<file path="src/logic/jld_pkg.sv">
// Shared encodings, field positions and widths for the jump and load decoder.
package jld_pkg;
    localparam int unsigned JLD_XLEN = 32;
    localparam int unsigned JLD_REGW = 5;
    localparam logic [5:0] JLD_OP_SPECIAL = 6'h00;
    localparam logic [5:0] JLD_OP_DIRECT_BRANCH = 6'h02;
    localparam logic [5:0] JLD_OP_DIRECT_CALL = 6'h03;
    localparam logic [5:0] JLD_OP_LOAD_SBYTE = 6'h20;
    localparam logic [5:0] JLD_OP_LOAD_SHALF = 6'h21;
    localparam logic [5:0] JLD_OP_LOAD_UBYTE = 6'h24;
    localparam logic [5:0] JLD_OP_LOAD_UHALF = 6'h25;
    localparam logic [5:0] JLD_FN_REG_BRANCH = 6'h08;
    localparam logic [5:0] JLD_FN_REG_CALL = 6'h09;
    localparam int unsigned JLD_OP_LSB = 26;
    localparam int unsigned JLD_RA_LSB = 21;
    localparam int unsigned JLD_RB_LSB = 16;
    localparam int unsigned JLD_RD_LSB = 11;
    localparam int unsigned JLD_TGT_W = 26;
    localparam int unsigned JLD_OFS_W = 16;
    localparam int unsigned JLD_FN_W = 6;
    localparam int unsigned JLD_REGION_W = 4;
    localparam logic [4:0] JLD_LINK_REG = 5'h1f;
    localparam logic [31:0] JLD_SLOT_STEP = 32'h0000_0004;
    localparam logic [31:0] JLD_LINK_STEP = 32'h0000_0008;
    localparam logic [1:0] JLD_WORD_ALIGNED = 2'h0;
    localparam logic [31:0] JLD_RESET_WORD = 32'h0000_0000;
    typedef enum logic {JLD_IDLE, JLD_LOAD_WAIT} jld_state_e;
endpackage

</file>
<file path="src/logic/jld_load_format.sv">
// Byte lane selection and extension of loaded partial words.
`timescale 1ns/1ns
module jld_load_format (
    // Loaded word and access shape.
    input wire logic [jld_pkg::JLD_XLEN-1:0] memWord,
    input wire logic [1:0] virtLow,
    input wire logic isHalf,
    input wire logic isSigned,
    input wire logic cpuHighByteFirst,
    // Register file value.
    output logic [jld_pkg::JLD_XLEN-1:0] result
);
    import jld_pkg::*;
    logic [1:0] lane;
    logic [JLD_XLEN-1:0] shifted;

    always_comb begin
        // A halfword keeps its lowest lane bit; only the half selector flips.
        lane = virtLow ^ {cpuHighByteFirst, cpuHighByteFirst & ~isHalf};
        shifted = memWord >> {lane, 3'h0};
        if (isHalf) begin
            result = {{16{isSigned & shifted[15]}}, shifted[15:0]};
        end else begin
            result = {{24{isSigned & shifted[7]}}, shifted[7:0]};
        end
    end
endmodule // jld_load_format

</file>
<file path="src/logic/jld_decode.sv">
// Decode and execution of jumps and partial-word loads for the integer core.
`timescale 1ns/1ns
module jld_decode (
    // Clock and reset.
    input wire logic sys_clk,
    input wire logic sys_rst,
    // Instruction issue.
    input wire logic instrValid,
    input wire logic [jld_pkg::JLD_XLEN-1:0] instrWord,
    input wire logic [jld_pkg::JLD_XLEN-1:0] instrAddr,
    input wire logic [jld_pkg::JLD_XLEN-1:0] srcAData,
    output logic issueReady,
    // Byte order controls.
    input wire logic cpuHighByteFirst,
    input wire logic swapByteOrderFlag,
    // Fetch redirect.
    output logic redirValid,
    output logic [jld_pkg::JLD_XLEN-1:0] redirTarget,
    output logic redirAddrErr,
    // Register file write.
    output logic rfWrEn,
    output logic [jld_pkg::JLD_REGW-1:0] rfWrAddr,
    output logic [jld_pkg::JLD_XLEN-1:0] rfWrData,
    // Load unit.
    output logic memReq,
    output logic [jld_pkg::JLD_XLEN-1:0] memVAddr,
    output logic [jld_pkg::JLD_XLEN-1:0] memPAddr,
    output logic memHalf,
    input wire logic memRspValid,
    input wire logic [jld_pkg::JLD_XLEN-1:0] memRspData,
    // Data address error.
    output logic addrErrValid,
    output logic [jld_pkg::JLD_XLEN-1:0] addrErrVAddr
);
    import jld_pkg::*;

    typedef struct packed {
        jld_state_e state;
        logic ready;
        logic jmpPend;
        logic [JLD_XLEN-1:0] jmpTarget;
        logic redirValid;
        logic [JLD_XLEN-1:0] redirTarget;
        logic redirAddrErr;
        logic rfWrEn;
        logic rfFromLoad;
        logic [JLD_REGW-1:0] rfWrAddr;
        logic [JLD_XLEN-1:0] rfWrData;
        logic memReq;
        logic [JLD_XLEN-1:0] memVAddr;
        logic [JLD_XLEN-1:0] memPAddr;
        logic memHalf;
        logic loadSigned;
        logic aeValid;
        logic [JLD_XLEN-1:0] aeVAddr;
    } jld_regs_s;

    function automatic logic [JLD_REGW-1:0] regField(input logic [JLD_XLEN-1:0] w,
                                                       input int unsigned lsb);
        regField = w[lsb +: JLD_REGW];
    endfunction

    jld_regs_s st_q;
    jld_regs_s st_d;
    logic accept;
    logic [5:0] opcode;
    logic [5:0] funct;
    logic isSpecial;
    logic isDirect;
    logic isRegJump;
    logic isLoad;
    logic isHalfOp;
    logic [JLD_XLEN-1:0] effAddr;
    logic [JLD_XLEN-1:0] slotAddr;
    logic [JLD_XLEN-1:0] linkAddr;
    logic [JLD_XLEN-1:0] loadResult;

    assign accept = instrValid & st_q.ready;
    assign opcode = instrWord[JLD_OP_LSB +: 6];
    assign funct = instrWord[JLD_FN_W-1:0];
    assign isSpecial = opcode == JLD_OP_SPECIAL;
    assign isDirect = opcode == JLD_OP_DIRECT_BRANCH || opcode == JLD_OP_DIRECT_CALL;
    assign isRegJump = isSpecial && (funct == JLD_FN_REG_BRANCH || funct == JLD_FN_REG_CALL);
    assign isHalfOp = opcode == JLD_OP_LOAD_SHALF || opcode == JLD_OP_LOAD_UHALF;
    assign isLoad = isHalfOp || opcode == JLD_OP_LOAD_SBYTE || opcode == JLD_OP_LOAD_UBYTE;
    assign effAddr = srcAData + {{(JLD_XLEN-JLD_OFS_W){instrWord[JLD_OFS_W-1]}},
                                 instrWord[JLD_OFS_W-1:0]};
    assign slotAddr = instrAddr + JLD_SLOT_STEP;
    assign linkAddr = instrAddr + JLD_LINK_STEP;

    jld_load_format loadFormat (
        .memWord(memRspData),
        .virtLow(st_q.memVAddr[1:0]),
        .isHalf(st_q.memHalf),
        .isSigned(st_q.loadSigned),
        .cpuHighByteFirst(cpuHighByteFirst),
        .result(loadResult)
    );

    always_comb begin
        st_d = st_q;
        st_d.redirValid = 1'b0;
        st_d.rfWrEn = 1'b0;
        st_d.rfFromLoad = 1'b0;
        st_d.memReq = 1'b0;
        st_d.aeValid = 1'b0;
        unique case (st_q.state)
            JLD_IDLE: begin
                if (accept) begin
                    // The slot instruction is taken before the jump lands.
                    if (st_q.jmpPend) begin
                        st_d.jmpPend = 1'b0;
                        st_d.redirValid = 1'b1;
                        st_d.redirTarget = st_q.jmpTarget;
                        // The fault belongs to the target fetch, so it rides the redirect.
                        st_d.redirAddrErr = st_q.jmpTarget[1:0] != JLD_WORD_ALIGNED;
                    end
                    if (isDirect) begin
                        st_d.jmpPend = 1'b1;
                        st_d.jmpTarget = {slotAddr[JLD_XLEN-1 -: JLD_REGION_W],
                                          instrWord[JLD_TGT_W-1:0], 2'h0};
                        if (opcode == JLD_OP_DIRECT_CALL) begin
                            st_d.rfWrEn = 1'b1;
                            st_d.rfWrAddr = JLD_LINK_REG;
                            st_d.rfWrData = linkAddr;
                        end
                    end else if (isRegJump) begin
                        st_d.jmpPend = 1'b1;
                        st_d.jmpTarget = srcAData;
                        if (funct == JLD_FN_REG_CALL) begin
                            // Equal source and destination is left undefined by software contract.
                            st_d.rfWrEn = 1'b1;
                            st_d.rfWrAddr = regField(instrWord, JLD_RD_LSB);
                            st_d.rfWrData = linkAddr;
                        end
                    end else if (isLoad) begin
                        st_d.rfWrAddr = regField(instrWord, JLD_RB_LSB);
                        st_d.memHalf = isHalfOp;
                        st_d.loadSigned = ~opcode[2];
                        st_d.memVAddr = effAddr;
                        if (isHalfOp && effAddr[0]) begin
                            st_d.aeValid = 1'b1;
                            st_d.aeVAddr = effAddr;
                        end else begin
                            st_d.memReq = 1'b1;
                            st_d.memPAddr = {effAddr[JLD_XLEN-1:2], effAddr[1:0] ^
                                {swapByteOrderFlag, swapByteOrderFlag & ~isHalfOp}};
                            st_d.ready = 1'b0;
                            st_d.state = JLD_LOAD_WAIT;
                        end
                    end
                end
            end
            JLD_LOAD_WAIT: begin
                if (memRspValid) begin
                    st_d.rfWrEn = 1'b1;
                    st_d.rfFromLoad = 1'b1;
                    st_d.rfWrData = loadResult;
                    st_d.ready = 1'b1;
                    st_d.state = JLD_IDLE;
                end
            end
        endcase
        if (sys_rst) begin
            st_d = '0;
            st_d.state = JLD_IDLE;
            st_d.ready = 1'b1;
            st_d.rfWrData = JLD_RESET_WORD;
        end
    end

    always_ff @(posedge sys_clk) begin
        st_q <= st_d;
    end

    assign issueReady = st_q.ready;
    assign redirValid = st_q.redirValid;
    assign redirTarget = st_q.redirTarget;
    assign redirAddrErr = st_q.redirAddrErr;
    assign rfWrEn = st_q.rfWrEn;
    assign rfWrAddr = st_q.rfWrAddr;
    assign rfWrData = st_q.rfWrData;
    assign memReq = st_q.memReq;
    assign memVAddr = st_q.memVAddr;
    assign memPAddr = st_q.memPAddr;
    assign memHalf = st_q.memHalf;
    assign addrErrValid = st_q.aeValid;
    assign addrErrVAddr = st_q.aeVAddr;
endmodule // jld_decode

</file>
<file path="config.mk">
export PLATFORM = sky130hd
export DESIGN_NAME = jld_decode
export DESIGN_NICKNAME = d
export VERILOG_FILES = /design/src/logic/jld_pkg.sv /design/src/logic/jld_load_format.sv /design/src/logic/jld_decode.sv
export SDC_FILE = /design/constraint.sdc
export NUM_CORES = 1
export LEC_CHECK = 0
export BUFFER_PORTS_ARGS = -buffer_cell sky130_fd_sc_hd__clkbuf_2
export CAP_MARGIN = 20
export CORE_UTILIZATION = 45
export CTS_CLUSTER_DIAMETER = 30
export CTS_CLUSTER_SIZE = 24
export DETAILED_ROUTE_END_ITERATION = 8
export PLACE_DENSITY_LB_ADDON = 0.15
export SYNTH_ARGS = -nofsm -noshare
export SYNTH_HDL_FRONTEND = slang
export SYNTH_SLANG_ARGS = --single-unit
export TNS_END_PERCENT = 20
</file>
<file path="constraint.sdc">
create_clock -name sys_clk -period 4.5 [get_ports sys_clk]
set_clock_uncertainty 0.2 [all_clocks]
set_input_delay 0.45 -clock sys_clk [delete_from_list [all_inputs] [get_ports sys_clk]]
set_output_delay 0.45 -clock sys_clk [all_outputs]
set_load 0.01 [all_outputs]
</file>
### Word-level counts from Yosys, hierarchy flattened

Cells that the tools add are included.

| storage, ports and cells | value |
|---|---|
| bits in registers | 207 |
| input bits | 134 |
| output and inout bits | 172 |
| logic and storage cells | 110 |

| operators by class | value |
|---|---|
| $add $sub $neg | 3 |
| equality and inequality tests | 19 |
| shifts and indexed selects | 1 |
| mux-type cells | 32 |
| bitwise logic cells | 16 |
| reduce and logical (&&, ||, !) cells | 22 |

Operators with widths:

| cell | count |
|---|---|
| two-way mux 100 bit | 3 |
| two-way mux 132 bit | 1 |
| two-way mux 32 bit | 4 |
| two-way mux 37 bit | 3 |
| two-way mux 33 bit | 3 |
| two-way mux 70 bit | 1 |
| one-hot mux 32 bit (2 select lines) | 1 |
| two-way mux 34 bit | 1 |
| adder 32 x 3 -> 32 bit (second input constant) | 1 |
| adder 32 bit | 1 |
| adder 32 x 4 -> 32 bit (second input constant) | 1 |
| right shift 32 x 5 -> 16 bit | 1 |
| equality test 6 bit (second input constant) | 4 |
| AND reduction 6 bit | 3 |
| AND reduction 5 bit | 3 |
| equality test 6 x 2 -> 1 bit (second input constant) | 2 |
| equality test 6 x 4 -> 1 bit (second input constant) | 2 |
| two-way mux 2 bit | 6 |
| inequality test 2 bit (second input constant) | 6 |
| two-way mux 5 bit | 2 |
| inequality test 3 bit (second input constant) | 3 |
| NOT 1 bit | 9 |
| zero test 6 bit | 1 |
| AND reduction 3 bit | 2 |
| 14 further kinds | 29 |

### Longest topological paths before layout

Gate-level depths: netlist of run 1.

| logic depth | value |
|---|---|
| depth after elaboration | 11 |
| depth in mapped cells | 11 |
| depth with buffers taken out | 11 |

### Cells and area by module

From an unflattened synthesis of run 1, not the netlist that was laid out.

| unflattened totals | value |
|---|---|
| cell total of the unflattened synthesis | 1,572 |
| area, all modules | 12,518.3 µm² |

Modules (own cells, without submodules):

| module | times used | cells each | area each (µm²) | sequential area each (µm²) |
|---|---|---|---|---|
| jld_decode | 1 | 1,465 | 11,601.1 | 4,144.0 |
| jld_load_format | 1 | 107 | 917.1 | 0.0 |

### Worst setup path after synthesis of run 1

OpenSTA, ideal clock, no wires.

| path | value |
|---|---|
| path kind | input to register |
| from | in instrWord[0] in the netlist's numbering |
| to | reg st_q (netlist bit addrErrVAddr[26]) |
| arrival time | 2,579 ps |
| data required time | 4,237 ps |
| slack | 1,658 ps |
| cell stages on the path | 11 |
| buffers on the path | 0 |
| path through | ha_1 > inv_1 > fa_1 > nor2b_1 > o2111ai_1 > a21oi_1 > o211ai_2 > a21oi_1 > o31ai_2 > a2111o_1 > nand3_1 |

| between the ends | value |
|---|---|
| longest elaborated chain between the ends | 5 |
| elaborated cells between the ends (all ways) | 8 |

RTL lines:

| item | RTL line | RTL |
|---|---|---|
| start: declaration | jld_decode.sv:9 | `input wire logic [jld_pkg::JLD_XLEN-1:0] instrWord,` |
| parallel branches: the longest is 5 deep, another holds adder 32 bit | n/a |  |
| end signal: assignment | jld_decode.sv:173 | `st_q <= st_d;` |
| end: declaration | jld_decode.sv:63 | `jld_regs_s st_q;` |

Parallel ways; which one is timed is not known.
A chain may end at the register's enable or synchronous reset.

### Worst setup path in the final report of run 1

| path | value |
|---|---|
| from | in instrWord[28] in the netlist's numbering |
| to | reg st_q (netlist bit rfWrData[25]) |

| between the ends | value |
|---|---|
| longest elaborated chain between the ends | 5 |
| elaborated cells between the ends (all ways) | 12 |

RTL lines:

| item | RTL line | RTL |
|---|---|---|
| equality test 6 x 2 -> 1 bit, on equally long branches | jld_decode.sv:82, jld_decode.sv:122 |  |
| logical OR 1 bit | jld_decode.sv:82 | `assign isDirect = opcode == JLD_OP_DIRECT_BRANCH \|\| opcode == JLD_OP_DIRECT_CALL;` |
| two-way mux 37 bit | jld_decode.sv:118 | `if (isDirect) begin` |
| two-way mux 132 bit | jld_decode.sv:109 | `if (accept) begin` |
| one-hot mux 32 bit (2 select lines) | jld_decode.sv:107 | `unique case (st_q.state)` |

Parallel ways exist; a longest one is shown, timed or not. The select of a mux whose other input is x is not followed.

==> run summary, run 1 <==
HP Start - srcAData[0]
R2R depth - 7
Status - completed
Diode insertion count for antenna repair - 0
Area overhead of the layout relative to synthesis - 19.4%
Maximum clock frequency - 307 MHz
Max-slew violations - 0
CTS tree - done
Max stage delay cell, worst path - a22o_1
Slowest stage delay, CP - 750 ps
Final core utilization - 54.5%
Path type of the worst min-delay path - input pin to register
Number of routed nets with antenna violations - 0
Via count - 11000
Most common library cell in the layout ignoring fill and taps - clkbuf_2
Critical path class - input pin to register
Chip Width - 164 um
Wirelength per Cell - 18.3 um
Number of register bits inferred by synthesis - 207
H-tree depth - 2
Power dissipated by switching net loads - 0.00154 W
Post-route DRC - 0
Sequential element share of the synthesized area - 35.0%
Slew at the pin with the worst max-slew slack - 944 ps
Headroom to the max-slew limit - 36.3%
Overflow after GRT - 0
Most numerous cell on the critical path - a22o_1
Vert. Die Dim - 164 um
Post-place setup slack - 1020 ps
Internal reg-to-reg setup slack - 1520 ps
Commonest cells after routing, fill and taps aside - clkbuf_2 (304), nand2_1 (207), dfxtp_1 (207), a21oi_1 (180), nor2_1 (151)
Weighted congestion reported at the end of routability-driven placement - 0.878
Worst Hold End - st_q[173]$_SDFFE_PP0P_
Root Driver - clkbuf_16
Synthesized net count - 1679
Core Footprint - 26000 um2
Initial DRT Pass Iterations - 7
Total area of multi-input combinational cells - 6080 um2
Reg clk slew, reported paths - 50 ps
Share of synthesized flip-flops with an asynchronous set or reset - 0%
Power per cell area - 435 nW/um2
DP Wirelength - 26.6 mm
DRC violation total after the first TritonRoute iteration - 718
Via count of the first global-routing pass - 10200
Initial Util - 45.6%
VDD IR max - 0.306 mV
Cell type with the largest total area after synthesis - dfxtp_1
Syn Std Cell Area - 11900 um2
Number of setup violations in the final report - 0
Number of violations of the max-capacitance limit - 0
Top-area cell type share of the netlist area - 35.0%
Via-per-instance ratio - 5.46
GRT Resource Usage Total - 26.4%
Kind of end point of the critical path - register
CP max FO - 25
Cell row count - 59
Startpoint type of the worst setup path - input pin
Wire length of the first global-routing pass - 55.3 mm
Clock insertion delay at the later pin of the skew report - 540 ps
Library cells used by synthesis - 68
Data arrival time at the worst-slack endpoint - 3500 ps
Dominant register cell in the synthesized netlist - dfxtp_1
Reg-to-reg endpoint - redirTarget[15]$_SDFFE_PP0P_
Inserted Clock Buffers - 50
Unrepaired setup endpoints after global routing - false
Combinational group share of total power - 10.3%
Average size of a mapped cell - 7.84 um2
Filler cell count - 2504
Post-cts repair resize count - 0
# clock sinks - 207
Number of buffers added on ports - 305
Portion of total power attributed to sequential cells - 30.4%
EDFF count, synth - 0
Switching share of total power - 25.1%
Detailed-route wire length - 36.7 mm
Required time of the worst setup path - 4740 ps
Number of ports placed on the die boundary - 306
Static power due to leakage - 5.91 nW
Share of final-layout standard cells stronger than drive strength 1 - 26.8%
Largest net degree at the start of global routing - 123
Top cells by area, synth - dfxtp_1 (35%), buf_4 (11%), a21oi_1 (7.6%)
Max Root-Sink Buffers - 3
Initial antenna violation count - 1
Cells traversed along the worst timing path - dlygate4sd3_1 -> clkbuf_2 -> or4_1 -> nor3_4 -> a22o_1 -> a22o_1 -> buf_4 -> nor2_1 -> nor3_1
Final critical-path setup slack - 1240 ps
Hold Crit Depth - 3
Launch instance of the worst register-to-register path - st_q[207]$_SDFF_PP0_
Clock group share of total power - 59.3%
Int Pwr - 0.00461 W
Post-Route Setup TNS - 0 ps
Fin nets - 1802
Post-layout min period - 3260 ps
Count of mapped cells out of synthesis - 1512
Seq. cell area - 4140 um2
Warning count from the yosys run - 0
Die Footprint - 27000 um2
Final cycle utilization of the critical path - 72.4%
Hold violation total from the final report - 0
## sequential cells by signal, summed over array words and instances, names as in the netlist
name and flops:
memPAddr 32, rfWrAddr 5, st_q 35, rfWrEn 1, addrErrValid 1, memHalf 1, addrErrVAddr 32, rfWrData 32
redirValid 1, issueReady 1, redirAddrErr 1, memReq 1, memVAddr 32, redirTarget 32
## kinds of logic after synthesis
family	after synthesis	synth area share, %
flops	207	35.0
simple gates	562	21.9
buf+inv	271	14.0
compound gates	367	19.1
mux	20	2.75
xor+xnor	52	3.84
fa+ha+maj	33	3.55
## routing by layer
layer  up-vias  track usage [%]  wire, um
li1       5382                -         -
met1      5169             33.5     15800
met2       371             42.9     17100
met3        68             6.59      2830
met4         0             10.0      1030
met5         -                0         0
## metrics by stage
| stage | total power [W] | area (um2) | std cells | hold slack (ps) |
|---|---|---|---|---|
| final | 0.00615 | 14200 | 2011 | 9.30 |
| after global placement | 0.00253 | 12400 | 1915 | 242 |
| after CTS | 0.00619 | 14100 | 2010 | 8.66 |
| after detailed placement | 0.00253 | 12400 | 1915 | 246 |
| after global routing | 0.00636 | 14200 | 2011 | 27.0 |
| after floorplan | 0.00231 | 11900 | 1512 | 232 |
## area by class of cell
type | instances | area share (%)
clock buffers | 64 | 9.85
clock inverters | 29 | 2.41
inverters | 14 | 0.371
multi-input cells | 1034 | 43.0
flip-flops and latches | 207 | 29.3
well taps | 335 | 2.96
repair buffers | 328 | 12.1
## synth_stat cells, drive strengths merged (4+ instances only)
library cell  number
and2              11
ha                32
buf              175
a221oi            12
nand3             47
clkbuf            82
or3                8
a21o              21
mux2i              9
nand2b            10
nor2             153
o221ai             7
o311ai             8
nand2            207
nor3              42
a211oi            16
dfxtp            207
mux4              10
o21ai             57
inv               14
xnor2             34
nand3b            31
a22oi             27
nand4             19
and3              13
or2                4
o211ai             6
xor2              18
a21oi            181
o21a               5
## worst max-delay path: cells and delay by family
| kind | cells | cell delay (ps) |
|---|---|---|
| simple gates | 4 | 1070 |
| buf+inv | 3 | 1020 |
| compound gates | 2 | 950 |
## power groups by stage
stage          sequential [W]  clock, W  combinational [W]
2_1_floorplan         0.00190         0           0.000408
4_1_cts               0.00187   0.00369           0.000631
5_1_grt               0.00187   0.00380           0.000694
6_report              0.00187   0.00364           0.000634
3_5_place_dp          0.00190         0           0.000625
3_3_place_gp          0.00190         0           0.000622
## timing repair
action | in CTS | in global routing
hold buffers | 2 | 0
buffers inserted | 0 | 0
hold endpoints to repair | 2 | 0
## worst max-delay path by stage
stage | start | to | slack [ps] | cells past startpoint
final | instrWord[28] | rfWrData[25]$_SDFFE_PP0P_ | 1240 | 9
after global placement | instrWord[0] | memPAddr[26]$_SDFFE_PP0P_ | 1090 | 12
after global routing | instrWord[28] | rfWrData[2]$_SDFFE_PP0P_ | 1080 | 9
after detailed placement | instrWord[0] | memVAddr[28]$_SDFFE_PP0P_ | 1020 | 12
after CTS | instrWord[28] | rfWrData[25]$_SDFFE_PP0P_ | 1220 | 9
after floorplan | instrWord[0] | addrErrVAddr[26]$_SDFFE_PP0P_ | 1660 | 11
(Power assumes the default switching activity.)
==> inputs of run 2 (changes only) <==
==> constraint.sdc (replaced) <==
create_clock -name sys_clk -period 3.17 [get_ports sys_clk]
set_clock_uncertainty 0.2 [all_clocks]
set_input_delay 0.317 -clock sys_clk [delete_from_list [all_inputs] [get_ports sys_clk]]
set_output_delay 0.317 -clock sys_clk [all_outputs]
set_load 0.01 [all_outputs]
==> run 2 against run 1 <==
Net effect: die area unchanged; core utilization grew 1.7 points; non-clock buffer count rose by 47; sequential share of layout area shrank 0.89 points; total power up 43%; combinational power grew 55%; register-to-register slack worse by 940 ps; clock-buffer cell count decreased by 3; global-route usage up 0.83 points; clock power rose by 42%; largest power group unchanged; highest routed layer unchanged.
==> run summary, run 2 (synthesis results as in run 1) <==
Core Footprint - 26000 um2
Share of final-layout standard cells stronger than drive strength 1 - 28.0%
Post-route DRC - 0
Wire length of the first global-routing pass - 57.0 mm
Path type of the worst min-delay path - input pin to register
DRC violation total after the first TritonRoute iteration - 718
Clock insertion delay at the later pin of the skew report - 540 ps
Fin nets - 1848
Die Footprint - 27000 um2
Worst Hold End - st_q[183]$_SDFFE_PP0P_
Number of setup violations in the final report - 0
Seq. cell area - 4140 um2
Required time of the worst setup path - 3380 ps
Most flop-heavy register - st_q
Number of routed nets with antenna violations - 0
CTS tree - done
Reg-to-reg endpoint - rfWrData[23]$_SDFFE_PP0P_
Max Root-Sink Buffers - 3
Inserted Clock Buffers - 49
Vert. Die Dim - 164 um
HP Start - instrWord[8]
Most common library cell in the layout ignoring fill and taps - clkbuf_2
Status - completed
Max-slew violations - 0
# clock sinks - 207
Hold violation total from the final report - 0
Initial DRT Pass Iterations - 5
Hold Crit Depth - 5
Largest net degree at the start of global routing - 110
Total area of multi-input combinational cells - 6110 um2
Cell row count - 59
Chip Width - 164 um
Unrepaired setup endpoints after global routing - true
CP max FO - 5
Launch instance of the worst register-to-register path - memVAddr[0]$_SDFFE_PP0P_
Number of violations of the max-capacitance limit - 0
Headroom to the max-slew limit - 44.5%
Maximum clock frequency - 329 MHz
Max FFs per register - 35
Internal reg-to-reg setup slack - 580 ps
Commonest cells after routing, fill and taps aside - clkbuf_2 (304), nand2_1 (207), dfxtp_1 (207), a21oi_1 (179), nor2_1 (151)
Number of ports placed on the die boundary - 306
Root Driver - clkbuf_16
Post-layout min period - 3040 ps
GRT Resource Usage Total - 27.2%
DP Wirelength - 27.4 mm
Weighted congestion reported at the end of routability-driven placement - 0.906
Filler cell count - 2529
Static power due to leakage - 6.13 nW
Via count of the first global-routing pass - 10700
Slew at the pin with the worst max-slew slack - 823 ps
Critical path class - input pin to register
Via-per-instance ratio - 5.50
Post-place setup slack - -37.7 ps
Power per cell area - 603 nW/um2
Overflow after GRT - 0
Final cycle utilization of the critical path - 95.8%
Wirelength per Cell - 18.5 um
Initial Util - 45.6%
Startpoint type of the worst setup path - input pin
Number of buffers added on ports - 305
VDD IR max - 0.413 mV
Initial antenna violation count - 1
Reg clk slew, reported paths - 50 ps
Data arrival time at the worst-slack endpoint - 3240 ps
Area overhead of the layout relative to synthesis - 23.1%
R2R depth - 9
H-tree depth - 2
Via count - 11300
Detailed-route wire length - 38.0 mm
Final critical-path setup slack - 132 ps
Kind of end point of the critical path - register
Post-layout power - 0.00880 W
==> run 2: cell count changes in the layout (fill, tap and decap cells not counted), moves of 2 or more <==
cell / delta
clkbuf_8: -4
clkinv_4: +4
buf_12: +3
buf_4: +28
a211oi_1: -2
inv_6: -2
dlygate4sd3_1: +17
a211oi_2: +2
clkinv_2: -3
==> run 2: final cells by class <==
cell class / instances / area share (%)
multi-input combinational: 1034 / 41.9
sequential: 207 / 28.4
timing repair buffer: 375 / 14.7
clock buffer: 61 / 9.35
tap: 335 / 2.87
clock inverter: 28 / 2.45
inverter: 14 / 0.360
antenna: 1 / 0.0171
==> run 2: layer usage <==
metal	wire, um	vias to the layer above	global-route usage, %
li1	-	5478	-
met1	15900	5277	33.7
met2	17600	450	44.9
met3	3240	88	6.72
met4	1280	0	11.4
met5	0	-	0
==> run 2: power breakdown <==
| part | switching, W | internal, W |
|---|---|---|
| clock network | 0.00157 | 0.00360 |
| logic | 0.000594 | 0.000386 |
| registers | 0.0000164 | 0.00264 |
==> run 2: worst max-delay path by stage <==
stage,end,cells past startpoint,from
finish,memPAddr[29]$_SDFFE_PP0P_,12,srcAData[4]
global route,memPAddr[26]$_SDFFE_PP0P_,13,srcAData[1]
CTS,memPAddr[30]$_SDFFE_PP0P_,12,srcAData[4]
detailed placement,memPAddr[30]$_SDFFE_PP0P_,13,instrWord[0]
global placement,addrErrVAddr[30]$_SDFFE_PP0P_,13,instrWord[0]
floorplan,addrErrVAddr[26]$_SDFFE_PP0P_,11,instrWord[0]
==> run 2: repair_timing <==
item                                    in CTS  in global routing
endpoints found under the setup margin       0                 24
gates resized for setup                      0                  7
buffers inserted                             0                  3
hold buffers                                19                  0
hold endpoints to repair                    20                  0
==> run 2: through the flow <==
stage	cell area (um2)	util, %	setup TNS [ps]	hold WS [ps]	std cells
final	14600	56.2	0	2.87	2055
after global routing	14600	56.2	-63.9	16.9	2054
after CTS	14500	56.0	0	0.142	2051
after detailed placement	12600	48.6	-89.0	248	1943
after global placement	12600	48.6	0	241	1943
after floorplan	11900	-	0	213	1512
==> run 2: worst max-delay path, cell delays in order <==
cell and delay (ps):
dlygate4sd3_1 560, clkbuf_2 120, ha_1 340, a21o_1 210, o21bai_2 210, o2111ai_2 230
a211o_1 280, a21oi_1 180, or4_1 430, o211ai_1 100, buf_4 170, o21ai_0 100
